### src/fns_consts.vh
// constants for the fractional-n synthesizer control block
// What this block does
// - 9-bit integer divider plus 18-bit sigma-delta modulator with 8-level quantizer.
// - modulator dithers division ratio; average equals programmed fraction, noise whitened.
// - tuning voltage sorted into four ranges; range charge pump level applied per channel.
// - integer divider word stays within 6 to 511 decimal.
// - reference output divide 0 gives 40 MHz clock, 1 gives 20 MHz.
// - crystal clock drives synthesizer reference and all other on-chip logic.
// - six oscillators with two bands each give 12 choices, picked automatically.
// - host may force oscillator and band, overriding automatic choice.
`ifndef FNS_CONSTS_VH
`define FNS_CONSTS_VH

// ----------------------------------------------------------------
// register offsets
// ----------------------------------------------------------------
`define FNS_REG_REFDIV    8'h02
`define FNS_REG_CPLEVEL   8'h11
`define FNS_REG_MODCTL    8'h10
`define FNS_REG_INT_HI    8'h19
`define FNS_REG_INT_LO    8'h1a
`define FNS_REG_FRAC_MID  8'h1b
`define FNS_REG_FRAC_LO   8'h1c
`define FNS_REG_LODIV     8'h18
`define FNS_REG_VCOCTL    8'h1e
`define FNS_REG_STATUS    8'h1d

// ----------------------------------------------------------------
// field positions
// ----------------------------------------------------------------
`define FNS_BIT_REF_SEL   1
`define FNS_BIT_REF_ODIV  2
`define FNS_BIT_MOD_BYP   6
`define FNS_BIT_LO_SEL    6
`define FNS_BIT_TUNE_GO   4
`define FNS_BIT_FORCE     7

// ----------------------------------------------------------------
// widths, limits, reset values
// ----------------------------------------------------------------
`define FNS_INT_W         9
`define FNS_FRAC_W        18
`define FNS_INT_MIN       9'h006
`define FNS_INT_OFFSET    10'h020
`define FNS_VCO_COUNT     4'hc
`define FNS_REG_RST       8'h00
`define FNS_CP_RST        8'hf8

`endif

### src/fns_mash.v
// sigma-delta modulator: three-stage error feedback, outputs offset in -3..+4
`timescale 1ns/1ps
`default_nettype none
`include "fns_consts.vh"

module fns_mash (
    input  wire                   clk,      // reference clock
    input  wire                   rst_n,    // synced reset, active low
    input  wire                   step,     // one reference cycle enable
    input  wire                   bypass,   // integer mode
    input  wire [`FNS_FRAC_W-1:0] frac,     // fraction word
    output reg  [3:0]             offset_r  // signed division offset
);
    reg  [`FNS_FRAC_W-1:0] acc1_r;
    reg  [`FNS_FRAC_W-1:0] acc2_r;
    reg  [`FNS_FRAC_W-1:0] acc3_r;
    reg                    c2_d_r;
    reg  [1:0]             c3_d_r;
    wire [`FNS_FRAC_W:0]   s1 = {1'b0, acc1_r} + {1'b0, frac};
    wire [`FNS_FRAC_W:0]   s2 = {1'b0, acc2_r} + {1'b0, s1[`FNS_FRAC_W-1:0]};
    wire [`FNS_FRAC_W:0]   s3 = {1'b0, acc3_r} + {1'b0, s2[`FNS_FRAC_W-1:0]};
    // mash 1-1-1: c1 + (c2 - c2') + (c3 - 2c3' + c3''), range -3..+4 (8 levels)
    wire signed [3:0] comb = $signed({3'b000, s1[`FNS_FRAC_W]})
                           + $signed({3'b000, s2[`FNS_FRAC_W]})
                           - $signed({3'b000, c2_d_r})
                           + $signed({3'b000, s3[`FNS_FRAC_W]})
                           - $signed({2'b00, c3_d_r[0], 1'b0})
                           + $signed({3'b000, c3_d_r[1]});

    // accumulators cleared in integer mode so no residue dithers on release
    always @(posedge clk or negedge rst_n) begin
        if (!rst_n) begin
            acc1_r   <= {`FNS_FRAC_W{1'b0}};
            acc2_r   <= {`FNS_FRAC_W{1'b0}};
            acc3_r   <= {`FNS_FRAC_W{1'b0}};
            c2_d_r   <= 1'b0;
            c3_d_r   <= 2'b00;
            offset_r <= 4'h0;
        end else if (bypass) begin
            acc1_r   <= {`FNS_FRAC_W{1'b0}};
            acc2_r   <= {`FNS_FRAC_W{1'b0}};
            acc3_r   <= {`FNS_FRAC_W{1'b0}};
            c2_d_r   <= 1'b0;
            c3_d_r   <= 2'b00;
            offset_r <= 4'h0;
        end else if (step) begin
            acc1_r   <= s1[`FNS_FRAC_W-1:0];
            acc2_r   <= s2[`FNS_FRAC_W-1:0];
            acc3_r   <= s3[`FNS_FRAC_W-1:0];
            c2_d_r   <= s2[`FNS_FRAC_W];
            c3_d_r   <= {c3_d_r[0], s3[`FNS_FRAC_W]};
            offset_r <= comb;
        end
    end
endmodule // fns_mash
`default_nettype wire

### src/fns_synth_ctrl.v
// top of the fractional-n synthesizer control: registers, divider, cp and vco select
`timescale 1ns/1ps
`default_nettype none
`include "fns_consts.vh"

module fns_synth_ctrl (
    input  wire       clk,            // crystal-derived clock
    input  wire       rstn,           // async reset, active low
    input  wire       reg_wr,         // register write strobe from serial port
    input  wire [7:0] reg_addr,       // register address
    input  wire [7:0] reg_wdata,      // write data
    output reg  [7:0] reg_rdata,      // read data, registered
    input  wire [1:0] tune_range,     // tuning voltage range from comparator
    input  wire [3:0] auto_vco,       // automatic oscillator/band choice
    input  wire       fb_edge,        // prescaler cycle end, one pulse
    output reg  [9:0] div_ratio_r,    // instantaneous feedback division
    output reg  [1:0] cp_level_r,     // charge pump current level
    output reg  [3:0] vco_sel_r,      // oscillator index [3:1], band [0]
    output reg        ref_div_r,      // reference divider select
    output reg        lo_div_r,       // lo divider select
    output reg        tune_start_r,   // one-pulse channel change start
    output reg        reference_clock_output // reference clock out
);
    // ------------------------------------------------------------
    // reset release
    // ------------------------------------------------------------
    reg rst_s1_r;
    reg rst_n_r;
    always @(posedge clk or negedge rstn) begin
        if (!rstn) begin
            rst_s1_r <= 1'b0;
            rst_n_r  <= 1'b0;
        end else begin
            rst_s1_r <= 1'b1;
            rst_n_r  <= rst_s1_r;
        end
    end

    // ------------------------------------------------------------
    // configuration registers
    // ------------------------------------------------------------
    reg [7:0] reference_divider_control_r;
    reg [7:0] modulator_control_r;
    reg [7:0] lo_divider_control_r;
    reg [7:0] cp_levels_r;
    reg [7:0] vco_ctl_r;
    reg [7:0] int_hi_r;
    reg [7:0] int_lo_r;
    reg [7:0] frac_mid_r;
    reg [7:0] frac_lo_r;
    reg       go_nxt;

    // held until rewritten; only the start bit acts as a pulse
    always @(posedge clk or negedge rst_n_r) begin
        if (!rst_n_r) begin
            reference_divider_control_r <= `FNS_REG_RST;
            modulator_control_r         <= `FNS_REG_RST;
            lo_divider_control_r        <= `FNS_REG_RST;
            cp_levels_r                 <= `FNS_CP_RST;
            vco_ctl_r                   <= `FNS_REG_RST;
            int_hi_r                    <= `FNS_REG_RST;
            int_lo_r                    <= `FNS_REG_RST;
            frac_mid_r                  <= `FNS_REG_RST;
            frac_lo_r                   <= `FNS_REG_RST;
        end else if (reg_wr) begin
            if (reg_addr == `FNS_REG_REFDIV)
                reference_divider_control_r <= reg_wdata;
            else if (reg_addr == `FNS_REG_MODCTL)
                modulator_control_r <= reg_wdata;
            else if (reg_addr == `FNS_REG_LODIV)
                lo_divider_control_r <= reg_wdata;
            else if (reg_addr == `FNS_REG_CPLEVEL)
                cp_levels_r <= reg_wdata;
            else if (reg_addr == `FNS_REG_VCOCTL)
                vco_ctl_r <= reg_wdata;
            else if (reg_addr == `FNS_REG_INT_HI)
                int_hi_r <= reg_wdata;
            else if (reg_addr == `FNS_REG_INT_LO)
                int_lo_r <= reg_wdata;
            else if (reg_addr == `FNS_REG_FRAC_MID)
                frac_mid_r <= reg_wdata;
            else if (reg_addr == `FNS_REG_FRAC_LO)
                frac_lo_r <= reg_wdata;
        end
    end

    // start pulse for a write to the last divider byte with start set
    always @* begin
        go_nxt = reg_wr && (reg_addr == `FNS_REG_FRAC_LO)
                 && reg_wdata[`FNS_BIT_TUNE_GO];
    end

    // ------------------------------------------------------------
    // divider words
    // ------------------------------------------------------------
    // int: hi[7:0] + lo[7] ; frac: lo[1:0], mid[7:0], frac_lo[7:0]
    wire [`FNS_INT_W-1:0]  int_word  = {int_hi_r, int_lo_r[7]};
    wire [`FNS_FRAC_W-1:0] frac_word = {int_lo_r[1:0], frac_mid_r, frac_lo_r};
    wire                   bypass    = modulator_control_r[`FNS_BIT_MOD_BYP];
    // words below the floor are clamped so the divider never runs short
    wire [`FNS_INT_W-1:0]  int_safe  = (int_word < `FNS_INT_MIN) ?
                                       `FNS_INT_MIN : int_word;

    // ------------------------------------------------------------
    // modulator and feedback ratio
    // ------------------------------------------------------------
    wire [3:0] sd_off;
    fns_mash u_mash (
        .clk      (clk),
        .rst_n    (rst_n_r),
        .step     (fb_edge),
        .bypass   (bypass),
        .frac     (frac_word),
        .offset_r (sd_off)
    );

    // n = int + 32 + dither; 10 bits covers 38..543+4
    wire [9:0] base_n = {1'b0, int_safe} + `FNS_INT_OFFSET;
    wire [9:0] sd_ext = {{6{sd_off[3]}}, sd_off};
    always @(posedge clk or negedge rst_n_r) begin
        if (!rst_n_r)
            div_ratio_r <= 10'h000;
        else if (fb_edge)
            div_ratio_r <= bypass ? base_n : base_n + sd_ext;
    end

    // ------------------------------------------------------------
    // charge pump level, latched once per channel change
    // ------------------------------------------------------------
    reg [1:0] cp_pick;
    always @* begin
        case (tune_range)
            2'd0:    cp_pick = cp_levels_r[7:6];
            2'd1:    cp_pick = cp_levels_r[5:4];
            2'd2:    cp_pick = cp_levels_r[3:2];
            default: cp_pick = cp_levels_r[1:0];
        endcase
    end

    // sample one cycle after start so tune_range reflects the new channel
    reg go_d_r;
    always @(posedge clk or negedge rst_n_r) begin
        if (!rst_n_r) begin
            tune_start_r <= 1'b0;
            go_d_r       <= 1'b0;
            cp_level_r   <= 2'b00;
        end else begin
            tune_start_r <= go_nxt;
            go_d_r       <= tune_start_r;
            if (go_d_r)
                cp_level_r <= cp_pick;
        end
    end

    // ------------------------------------------------------------
    // oscillator select: forced beats automatic
    // ------------------------------------------------------------
    wire force_en = vco_ctl_r[`FNS_BIT_FORCE];
    wire auto_ok  = (auto_vco < `FNS_VCO_COUNT);
    always @(posedge clk or negedge rst_n_r) begin
        if (!rst_n_r)
            vco_sel_r <= 4'h0;
        else if (force_en && vco_ctl_r[3:0] < `FNS_VCO_COUNT)
            vco_sel_r <= vco_ctl_r[3:0];
        else if (!force_en && auto_ok)
            vco_sel_r <= auto_vco;
    end

    // ------------------------------------------------------------
    // divider selects and reference output
    // ------------------------------------------------------------
    // clk stands in for the crystal: half_r is the full-rate tone and quart_r
    // the halved one; a flop cannot repeat clk itself, so only the 2:1 ratio holds
    reg half_r;
    reg quart_r;
    always @(posedge clk or negedge rst_n_r) begin
        if (!rst_n_r) begin
            half_r                 <= 1'b0;
            quart_r                <= 1'b0;
            ref_div_r              <= 1'b0;
            lo_div_r               <= 1'b0;
            reference_clock_output <= 1'b0;
        end else begin
            half_r    <= ~half_r;
            if (half_r)
                quart_r <= ~quart_r;
            ref_div_r <= reference_divider_control_r[`FNS_BIT_REF_SEL];
            lo_div_r  <= lo_divider_control_r[`FNS_BIT_LO_SEL];
            reference_clock_output <=
                reference_divider_control_r[`FNS_BIT_REF_ODIV] ? quart_r : half_r;
        end
    end

    // ------------------------------------------------------------
    // read back
    // ------------------------------------------------------------
    always @(posedge clk or negedge rst_n_r) begin
        if (!rst_n_r)
            reg_rdata <= 8'h00;
        else if (reg_addr == `FNS_REG_REFDIV)
            reg_rdata <= reference_divider_control_r;
        else if (reg_addr == `FNS_REG_MODCTL)
            reg_rdata <= modulator_control_r;
        else if (reg_addr == `FNS_REG_LODIV)
            reg_rdata <= lo_divider_control_r;
        else if (reg_addr == `FNS_REG_CPLEVEL)
            reg_rdata <= cp_levels_r;
        else if (reg_addr == `FNS_REG_VCOCTL)
            reg_rdata <= vco_ctl_r;
        else if (reg_addr == `FNS_REG_INT_HI)
            reg_rdata <= int_hi_r;
        else if (reg_addr == `FNS_REG_INT_LO)
            reg_rdata <= int_lo_r;
        else if (reg_addr == `FNS_REG_FRAC_MID)
            reg_rdata <= frac_mid_r;
        else if (reg_addr == `FNS_REG_FRAC_LO)
            reg_rdata <= frac_lo_r;
        else if (reg_addr == `FNS_REG_STATUS)
            reg_rdata <= {2'b00, cp_level_r, vco_sel_r};
        else
            reg_rdata <= 8'h00;
    end
endmodule // fns_synth_ctrl
`default_nettype wire

### config.mk
export PLATFORM = sky130hd
export DESIGN_NAME = fns_synth_ctrl
export DESIGN_NICKNAME = d
export VERILOG_FILES = /design/src/fns_mash.v /design/src/fns_synth_ctrl.v
export VERILOG_INCLUDE_DIRS = /design/src /design/src/src
export SDC_FILE = /design/constraint.sdc
export NUM_CORES = 1
export LEC_CHECK = 0
export BUFFER_PORTS_ARGS = -buffer_cell sky130_fd_sc_hd__buf_2
export CAP_MARGIN = 20
export CORE_ASPECT_RATIO = 1.1
export CORE_MARGIN = 3
export CORE_UTILIZATION = 25
export CTS_CLUSTER_SIZE = 20
export DETAILED_ROUTE_END_ITERATION = 8
export SLEW_MARGIN = 40
export SYNTH_ARGS = -nofsm -noshare
export SYNTH_HDL_FRONTEND = slang
export SYNTH_SLANG_ARGS = --single-unit
### constraint.sdc
create_clock -name clk -period 5.3 [get_ports clk]
set_input_delay 0.265 -clock clk [delete_from_list [all_inputs] [get_ports clk]]
set_output_delay 0.265 -clock clk [all_outputs]
set_load 0.005 [all_outputs]
==> results.py, run 1 <==
metrics = {
    "floorplan": {
        "core_mm2": 0.04128,
        "io_pins": 54,
        "die_w_um": 201.2,
        "start_util_pct": 25.37,
        "dieArea_mm2": 0.04440,
        "die_y_um": 220.7,
        "rows": 78,
    },
    "worst_setup_path": {
        "cp_max_fo": 4,
        "cp-endpoint": "u_mash.offset_r[2]",
        "cpPeakStageDelay_ps": 510,
        "cp_slowest_cell": "fa_1",
        "crit_start": "frac_lo_r[0]",
        "ff2ff_setup_slack_ps": -340,
        "reg2reg_depth": 31,
        "reg2reg_from": "frac_lo_r[0]",
        "start_kind": "flop",
        "reg2reg_to": "u_mash.offset_r[2]",
        "critPathRequiredTime_ps": 5590,
        "criticalPathCategory": "reg2reg",
        "worstPathArrival_ps": 5930,
        "end_kind": "flop",
    },
    "timing": {
        "rsz0062_at_grt": "true",
        "slew_viol_final": 0,
        "setup_viol": 5,
        "max_freq_ghz": 0.1775,
        "max-slew-margin-rel_pct": 44.61,
        "finalSetupTns_ps": -880.1,
        "final.setup_skew_ps": 11.80,
        "worst_slack_ps": -335.2,
        "hold_viol": 0,
        "worst_pin_slew_ps": 830.9,
        "fin_crit_ps": 5635,
        "min_period_over_period_pct": 106.3,
    },
    "detailed_routing": {
        "first_pass_iters": 5,
        "wl_per_cell_um": 16.27,
        "wl_um": 30130,
        "via_per_inst": 4.869,
        "drtAntennaViolNets": 0,
        "drtIter0Drc": 562,
        "drc_errors": 0,
        "num_vias": 9018,
    },
    "placement": {
        "gp_congestion": 0.8756,
        "dpl.cell_count": 1777,
        "numPortBuffers": 53,
        "dp_hpwl_um": 20980,
    },
    "synthesis": {
        "ys_seq_area_share_pct": 39.72,
        "synth_edf_count": 0,
        "ys.flop_type": "dfrtp_1",
        "synthTopCellsByCount": "dfrtp_1 (161), nor2_1 (97), nand2_1 (86), ha_1 (69)",
        "synthesis.area_mm2": 0.01048,
        "ys_ff_latch": 166,
        "yosys.area.top_type": "dfrtp_1",
        "synth.distinct_cells": 84,
        "synthArstFlopShare_pct": 100.0,
        "synth_cells": 1086,
        "synth_top_area_share_pct": 38.46,
        "yosysWarnings": 0,
        "synth_area_leaders": "dfrtp_1 (38%), ha_1 (8.2%), mux2_2 (6.3%)",
        "syn_nets": 1187,
        "synth.avg_cell_area_um2": 9.646,
        "yosysMostFrequentCell": "dfrtp_1",
    },
    "power": {
        "p_per_area_mw_per_mm2": 231.1,
        "p_leak_nw": 6.486,
        "ir_drop_v": 0.0002284,
    },
    "clocking": {
        "cts_buffers": 17,
        "cts_tree": "built",
        "clkTransAtPathRegs_ps": 70,
        "htree_num_levels": 4,
        "clk-insertion-delay-late_ps": 440,
        "clockBufferDepth": 2,
        "cts_root_buffer": "clkbuf_16",
        "cts.sinks": 166,
    },
    "worst_hold_path": {
        "hold_class": "in2async",
    },
    "global_route": {
        "grt_pass1_vias": 9020,
        "gr-total-overflow": 0,
        "antenna_found_initial": 0,
        "grt_usage_pct": 13.69,
        "grt_max_degree": 111,
        "grt_pass1_wl_um": 49160,
    },
    "final_layout": {
        "utilization_pct": 32.50,
        "fin_nets": 1380,
        "fillCellCount": 4183,
        "insertedDiodeCount": 0,
        "syn2layout_area_growth_pct": 28.07,
        "drive_above_1_share_pct": 29.33,
        "fin_cells": 1852,
    },
    "job": {
        "maxCapViolations": 0,
    },
    "status": {
        "violations": "negative setup slack",
        "status": "finished with violations",
    },
}
==> power by group <==
part | internal (mW) | switching (mW) | leakage [nW]
logic | 0.193 | 0.254 | 3.99
registers | 1.32 | 0.0476 | 2.21
clock network | 0.710 | 0.581 | 0.281
total | 2.22 | 0.883 | 6.49
==> cell type report <==
class                   count  area (um2)  share of cell area [%]
clock buffers              18       429.2                   3.199
clock inverters            14       168.9                   1.259
inverters                  48       180.2                   1.343
multi-input cells         824        6185                   46.10
flip-flops and latches    166        4165                   31.05
well taps                 560       700.7                   5.223
repair buffers            222        1587                   11.83
==> worst max-delay path: cells and delay by family (launching register included) <==
kind	cells	cell delay, ps
simple gates	9	990
buf+inv	4	280
flops	1	360
xor+xnor	2	400
compound gates	8	1220
fa+ha+maj	8	2220
==> registers in the layout, indices dropped and copies added, names as in the netlist, 10 cells and up <==
| signal | flops |
|---|---|
| div_ratio_r | 10 |
| u_mash.acc1_r | 18 |
| u_mash.acc2_r | 18 |
| u_mash.acc3_r | 18 |
==> worst min-delay path by stage <==
stage,start,endpoint,slack (ps),cells past startpoint
2_1_floorplan,rstn,rst_n_r,-30,0
3_3_place_gp,rstn,rst_s1_r,50,1
3_5_place_dp,rstn,rst_s1_r,50,1
4_1_cts,rstn,rst_n_r,100,2
5_1_grt,rstn,rst_n_r,130,2
6_report,rstn,rst_n_r,120,2
==> layout by cell type (no fill, tap or decap), types with 32 or more instances in the layout <==
cell type  count
mux2i_1       38
nand3_1       32
dfrtp_1      159
nand2_1       85
ha_1          62
inv_1         43
xnor2_1       33
a21oi_1       59
buf_4        157
buf_2         53
mux2_2        59
nor2_1        94
o21ai_0       58
==> stage by stage <==
stage               setup WS (ps)  hold slack [ps]  power (mW)  cell area (um2)
floorplan                  -131.1           -30.59       1.631            10600
global placement           -357.4            50.57       1.811            12330
detailed placement         -402.6            50.61       1.820            12330
CTS                        -357.3            102.8       3.123            13300
global route               -704.1            129.7       3.241            13420
finish                     -335.2            124.9       3.100            13420
==> routing by layer <==
metal / part of all wire, % / up-vias / track usage (%)
met2: 48 / 234 / 23.17
met1: 46 / 4419 / 18.06
met4: 1.9 / 0 / 4.187
li1: - / 4326 / -
met3: 4.1 / 39 / 2.266
met5: 0 / - / 0
==> logic make-up (layout without fill, tap and decap cells) <==
group	after synthesis	count (layout)	synth area share [%]
adders and majority gates	75	75	9.389
xor gates and xnor gates	52	52	4.348
other	1	1	0.03580
and+or+nand+nor	323	323	15.11
muxes	103	103	10.98
DFF	166	166	39.72
buffers and inverters	96	302	3.595
AOI/OAI and AO/OA	270	270	16.83
==> timing repair <==
item | CTS | global route
resized for setup | 14 | 24
hold buffers | 1 | 0
setup buffers | 41 | 8
endpoints found under the hold margin | 2 | 0
setup endpoints to repair | 4 | 6
cloned | 0 | 0
pin swaps | 16 | 31
Power figures use the tool's default switching activity.
==> inputs of run 2 (changes only) <==
--- a/config.mk
+++ b/config.mk
@@ -13,6 +13,7 @@
 export CORE_UTILIZATION = 25
 export CTS_CLUSTER_SIZE = 20
 export DETAILED_ROUTE_END_ITERATION = 8
+export HOLD_SLACK_MARGIN = 0.15
 export SLEW_MARGIN = 40
 export SYNTH_ARGS = -nofsm -noshare
 export SYNTH_HDL_FRONTEND = slang
==> run 2 against run 1 <==
Effect of this change: the run still ends with negative setup slack left; power is essentially flat; die area is the same; critical path depth is the same; wire length is essentially flat; critical endpoint unchanged; largest power group unchanged; highest routed layer unchanged.
==> results.py, run 2 (same netlist as run 1, synthesis figures left out) <==
metrics = {
    "timing": {
        "max_freq_ghz": 0.1777,
        "hold_viol": 0,
        "rsz0062_at_grt": "true",
        "setup_viol": 5,
        "final.setup_skew_ps": 13.37,
        "fin_crit_ps": 5626,
        "slew_viol_final": 0,
        "hold_ws_ps": 186.2,
        "worst_pin_slew_ps": 828.0,
        "max-slew-margin-rel_pct": 44.80,
        "min_period_over_period_pct": 106.2,
        "worst_slack_ps": -326.1,
    },
    "status": {
        "status": "finished with violations",
        "violations": "negative setup slack",
    },
    "detailed_routing": {
        "wl_um": 30150,
        "num_vias": 8983,
        "drtIter0Drc": 602,
        "wl_per_cell_um": 16.22,
        "drtAntennaViolNets": 0,
        "via_per_inst": 4.832,
        "first_pass_iters": 5,
        "drc_errors": 0,
    },
    "worst_setup_path": {
        "criticalPathCategory": "reg2reg",
        "end_kind": "flop",
        "reg2reg_depth": 31,
        "cpPeakStageDelay_ps": 510,
        "worstPathArrival_ps": 5920,
        "cp_slowest_cell": "fa_1",
        "critPathRequiredTime_ps": 5590,
        "start_kind": "flop",
        "cp_max_fo": 4,
    },
    "global_route": {
        "grt_max_degree": 111,
        "antenna_found_initial": 0,
        "gr-total-overflow": 0,
        "grt_pass1_wl_um": 49270,
        "grt_pass1_vias": 9052,
        "grt_usage_pct": 13.70,
    },
    "floorplan": {
        "io_pins": 54,
        "rows": 78,
        "core_mm2": 0.04128,
        "dieArea_mm2": 0.04440,
        "start_util_pct": 25.37,
        "die_y_um": 220.7,
        "die_w_um": 201.2,
    },
    "power": {
        "p_per_area_mw_per_mm2": 230.1,
        "p_leak_nw": 6.517,
        "ir_drop_v": 0.0002275,
    },
    "clocking": {
        "htree_num_levels": 4,
        "cts_tree": "built",
        "clockBufferDepth": 2,
        "cts_root_buffer": "clkbuf_16",
        "clkTransAtPathRegs_ps": 70,
        "cts.sinks": 166,
        "clk-insertion-delay-late_ps": 440,
        "cts_buffers": 17,
    },
    "final_layout": {
        "fin_nets": 1387,
        "syn2layout_area_growth_pct": 28.74,
        "fin_cells": 1859,
        "layout_common_cells": "dfrtp_1 (159), buf_4 (157), nor2_1 (94)",
        "utilization_pct": 32.67,
        "final_common_cell": "dfrtp_1",
        "largestRegisters": "u_mash.acc1_r (18), u_mash.acc2_r (18), u_mash.acc3_r (18)",
        "fillCellCount": 4181,
        "regArea_mm2": 0.004165,
        "multi_input_area_mm2": 0.006185,
        "drive_above_1_share_pct": 29.18,
        "insertedDiodeCount": 0,
    },
    "placement": {
        "dp_hpwl_um": 20980,
        "numPortBuffers": 53,
        "dpl.cell_count": 1777,
        "gp_congestion": 0.8756,
        "place_ws_ps": -402.6,
    },
    "worst_hold_path": {
        "worstHoldPathCells": 3,
        "hold_class": "in2reg",
    },
    "job": {
        "maxCapViolations": 0,
    },
}
run 2: cell types whose count changed in the layout (fill, tap and decap cells not counted), sizes merged:
cell | before | now
dlygate4sd3 | 1 | 8
run 2: report_power, final:
part,internal (mW),switching [mW],leakage (nW)
logic,0.196,0.255,4.02
clock network,0.710,0.580,0.281
registers,1.32,0.0474,2.21
run 2: final cells by class:
| type | instances | area share (%) |
|---|---|---|
| Timing Repair Buffer | 229 | 12.28 |
| Multi-Input combinational cell | 824 | 45.86 |
| Clock buffer | 18 | 3.182 |
| Tap cell | 560 | 5.196 |
| Inverter | 48 | 1.336 |
| Sequential cell | 166 | 30.89 |
| Clock inverter | 14 | 1.253 |
run 2: routing by layer:
metal	vias up	GRT usage [%]	routed length [um]
li1	4337	-	-
met1	4374	18.11	13900
met2	238	23.22	14550
met3	34	2.207	1170
met4	0	4.187	533
met5	-	0	0
run 2: per-stage QoR:
stage	setup TNS, ps	power (mW)	area (um2)
2_1_floorplan	-139.3	1.631	10600
3_3_place_gp	-737.3	1.811	12330
3_5_place_dp	-989.5	1.820	12330
4_1_cts	-1465	3.127	13370
5_1_grt	-2617	3.246	13490
6_report	-845.4	3.103	13490
run 2: final timing paths:
path,start,endpoint,slack (ps)
max in group asynchronous,rst_n_r,u_mash.acc3_r[13],3820
setup / recovery,frac_lo_r[0],u_mash.offset_r[2],-330
hold reg to reg,rst_s1_r,rst_n_r,360
min in group asynchronous,rst_n_r,go_d_r,370
hold / removal,reg_wdata[6],cp_levels_r[6],190
setup reg to reg,frac_lo_r[0],u_mash.offset_r[2],-330
run 2: repair_timing:
action,in CTS,in global routing
gates resized for setup,14,24
endpoints found under the hold margin,7,0
setup endpoints to repair,4,6
hold buffers,8,0
setup buffers,41,8
pin swaps,16,31
run 2: critical path: cells and delay by family (launching register included):
kind,cells,cell delay (ps)
fa+ha+maj,8,2210
compound gates,9,1640
simple gates,9,870
flops,1,360
xor+xnor,2,290
buf+inv,3,110
==> inputs of run 3 (changes only) <==
--- a/config.mk
+++ b/config.mk
@@ -17,4 +17,5 @@
 export SLEW_MARGIN = 40
 export SYNTH_ARGS = -nofsm -noshare
 export SYNTH_HDL_FRONTEND = slang
+export SYNTH_HIERARCHICAL = 1
 export SYNTH_SLANG_ARGS = --single-unit
==> run 3 against run 2 <==
Effect of this change: the flow now finishes without violations; critical path depth is 7 lower; clock power is 4% higher; non-clock buffer count is 50 lower; core utilization is 1.0 points lower; power grew to 3.1 times the previous value; count of clock-buffer cells in the layout is 1 lower; synthesized cell count is 1.9% higher; worst setup slack better by 360 ps; cell count is 1.3% lower; largest cell class unchanged.
==> results.py, run 3 <==
metrics = {
    "timing": {
        "slew_viol_final": 0,
        "hold_ws_ps": 208.9,
        "worst_slack_ps": 36.90,
        "setup_viol": 0,
        "min_period_over_period_pct": 99.30,
        "worst_pin_slew_ps": 678.8,
        "max_freq_ghz": 0.1900,
        "fin_crit_ps": 5263,
        "hold_viol": 0,
        "max-slew-margin-rel_pct": 54.75,
        "rsz0062_at_grt": "true",
        "final.setup_skew_ps": 11.63,
    },
    "clocking": {
        "cts_root_buffer": "clkbuf_16",
        "clockBufferDepth": 2,
        "cts_tree": "built",
        "clkTransAtPathRegs_ps": 80,
        "clk-insertion-delay-late_ps": 440,
        "cts_buffers": 17,
        "cts.sinks": 166,
        "htree_num_levels": 4,
    },
    "worst_setup_path": {
        "crit_buf_inv": 3,
        "cp_max_fo": 5,
        "cpPeakStageDelay_ps": 410,
        "crit_chain": "ha_1, buf_4, o21ai_0, o21bai_1, a21oi_1, xnor2_1, ha_1, a2111oi_4, o21ai_1, a221oi_2, buf_4, o221ai_4, a21o_1, xor2_2, ha_1, buf_6, a21o_1, o31ai_4, fa_2, ha_4, xor2_1, nor2_1, a21oi_1, nor2_1",
        "end_kind": "flop",
        "critPathRequiredTime_ps": 5600,
        "cp_num_cells": 24,
        "path_delay_family": "compound AO/OA/AOI/OAI gates",
        "cp_slowest_cell": "dfrtp_1",
        "cpMostUsedCell": "ha_1",
        "worstPathArrival_ps": 5560,
        "reg2reg_depth": 24,
        "criticalPathCategory": "reg2reg",
        "start_kind": "flop",
    },
    "detailed_routing": {
        "first_pass_iters": 5,
        "wl_um": 30430,
        "wl_per_cell_um": 16.58,
        "num_vias": 9203,
        "drc_errors": 0,
        "via_per_inst": 5.015,
        "drtAntennaViolNets": 0,
        "drtIter0Drc": 667,
    },
    "floorplan": {
        "die_y_um": 223.9,
        "dieArea_mm2": 0.04569,
        "core_mm2": 0.04250,
        "io_pins": 54,
        "rows": 79,
        "start_util_pct": 25.39,
        "die_w_um": 204.1,
    },
    "synthesis": {
        "synth.avg_cell_area_um2": 9.747,
        "yosysMostFrequentCell": "dfrtp_1",
        "ys_seq_area_share_pct": 38.56,
        "yosys.area_share.simple_pct": 14.33,
        "synth.distinct_cells": 83,
        "synth_compound_area_share_pct": 20.11,
        "ys_ff_latch": 166,
        "synthTopCellsByCount": "dfrtp_1 (161), nor2_1 (87), mux2_2 (75), ha_1 (73), a21oi_1 (68)",
        "yosysWarnings": 6,
        "synthMuxAreaShare_pct": 10.47,
        "synthArstFlopShare_pct": 100.0,
        "synthXorXnorAreaFrac_pct": 3.490,
        "syn_nets": 1212,
        "synth_cells": 1107,
        "synth_edf_count": 0,
        "synthAdderAreaFrac_pct": 9.578,
        "synth_top_area_share_pct": 37.34,
        "yosys.area.top_type": "dfrtp_1",
        "synthesis.area_mm2": 0.01079,
        "synth_area_leaders": "dfrtp_1 (37%), ha_1 (8.5%), mux2_2 (7.8%)",
        "synth_top_family_by_area": "compound AO/OA/AOI/OAI gates",
        "ys.flop_type": "dfrtp_1",
    },
    "final_layout": {
        "fillCellCount": 4345,
        "syn2layout_area_growth_pct": 24.73,
        "insertedDiodeCount": 0,
        "layout_common_cells": "dfrtp_1 (159), buf_4 (116), nor2_1 (82)",
        "multi_input_area_mm2": 0.006538,
        "fin_cells": 1835,
        "largestRegisters": "u_mash/acc1_r (18), u_mash/acc2_r (18), u_mash/acc3_r (18)",
        "final_common_cell": "dfrtp_1",
        "drive_above_1_share_pct": 28.23,
        "design_area_mm2": 0.01346,
        "regArea_mm2": 0.004165,
        "fin_nets": 1360,
    },
    "global_route": {
        "grt_pass1_wl_um": 49030,
        "gr-total-overflow": 0,
        "grt_usage_pct": 13.16,
        "antenna_found_initial": 0,
        "grt_max_degree": 62,
        "grt_pass1_vias": 9104,
    },
    "placement": {
        "dpl.cell_count": 1787,
        "numPortBuffers": 53,
        "gp_congestion": 0.8873,
        "placed_cell_area_mm2": 0.01240,
        "dp_hpwl_um": 21510,
        "place_ws_ps": -392.5,
    },
    "job": {
        "maxCapViolations": 0,
    },
    "worst_hold_path": {
        "worstHoldPathCells": 4,
        "hold_class": "in2reg",
    },
    "power": {
        "p_per_area_mw_per_mm2": 716.6,
        "p_leak_nw": 6.202,
        "total_power_mw": 9.645,
        "ir_drop_v": 0.0003096,
    },
    "status": {
        "status": "finished clean",
    },
}
==> run 3: logic make-up (layout without fill, tap and decap cells) <==
| logic type | Yosys count | count (layout) |
|---|---|---|
| adder cells (fa/ha/maj) | 79 | 79 |
| other | 1 | 1 |
| flip-flops | 166 | 166 |
| multiplexers | 101 | 101 |
| XOR/XNOR | 43 | 43 |
| AO/OA/AOI/OAI | 314 | 314 |
| AND/OR/NAND/NOR | 309 | 309 |
| buffers and inverters | 94 | 255 |
==> run 3: worst paths after layout <==
path	end	start	slack, ps
max in group asynchronous	modulator_control_r[6]	rst_n_r	3910
max	u_mash/offset_r[2]	frac_lo_r[3]	40
min	vco_sel_r[2]	auto_vco[2]	210
min reg2reg	rst_n_r	rst_s1_r	340
max reg2reg	u_mash/offset_r[2]	frac_lo_r[3]	40
min in group asynchronous	frac_lo_r[0]	rst_n_r	370
==> run 3: per-stage QoR <==
step | utilization, % | setup TNS, ps
after CTS | 31.25 | -55.93
after global routing | 31.67 | -735.5
after floorplan | - | 0
after detailed placement | 29.17 | -1078
final | 31.67 | 0
after global placement | 29.17 | -412.2
==> run 3: final cells by class <==
type / instances / area share [%]
inverter: 44 / 1.227
multi-input combinational: 847 / 48.57
clock inverter: 15 / 1.590
sequential: 166 / 30.95
clock buffer: 17 / 3.161
tap: 567 / 5.271
timing repair buffer: 179 / 9.231
==> run 3: per-layer routing <==
metal / track usage (%) / vias up / part of all wire, % / routed length [um]
li1: - / 4424 / - / -
met1: 17.33 / 4509 / 45 / 13580
met2: 22.61 / 238 / 49 / 15020
met3: 2.122 / 32 / 4.3 / 1319
met4: 3.197 / 0 / 1.7 / 506
met5: 0 / - / 0 / 0
==> run 3: worst register-to-register path: stages (launching register included) <==
cell and delay [ps]:
dfrtp_1 410, ha_1 310, buf_4 120, o21ai_0 70, o21bai_1 250, a21oi_1 140, xnor2_1 180, ha_1 320
a2111oi_4 370, o21ai_1 140, a221oi_2 300, buf_4 210, o221ai_4 110, a21o_1 230, xor2_2 160, ha_1 340
buf_6 130, a21o_1 200, o31ai_4 350, fa_2 300, ha_4 130, xor2_1 140, nor2_1 50, a21oi_1 120
nor2_1 50
==> run 3: where the power goes <==
part,internal (mW),total [mW],switching [mW]
clock network,0.662,1.34,0.673
registers,1.59,1.81,0.221
logic,3.25,6.50,3.26
total,5.50,9.64,4.15
==> run 3: timing repair <==
action                                  4_1_cts  5_1_grt
buffers inserted                              7        5
resized for setup                            34       28
pin swaps                                    26       18
hold endpoints to repair                      6        1
endpoints found under the setup margin        4        5
hold buffers                                  4        1
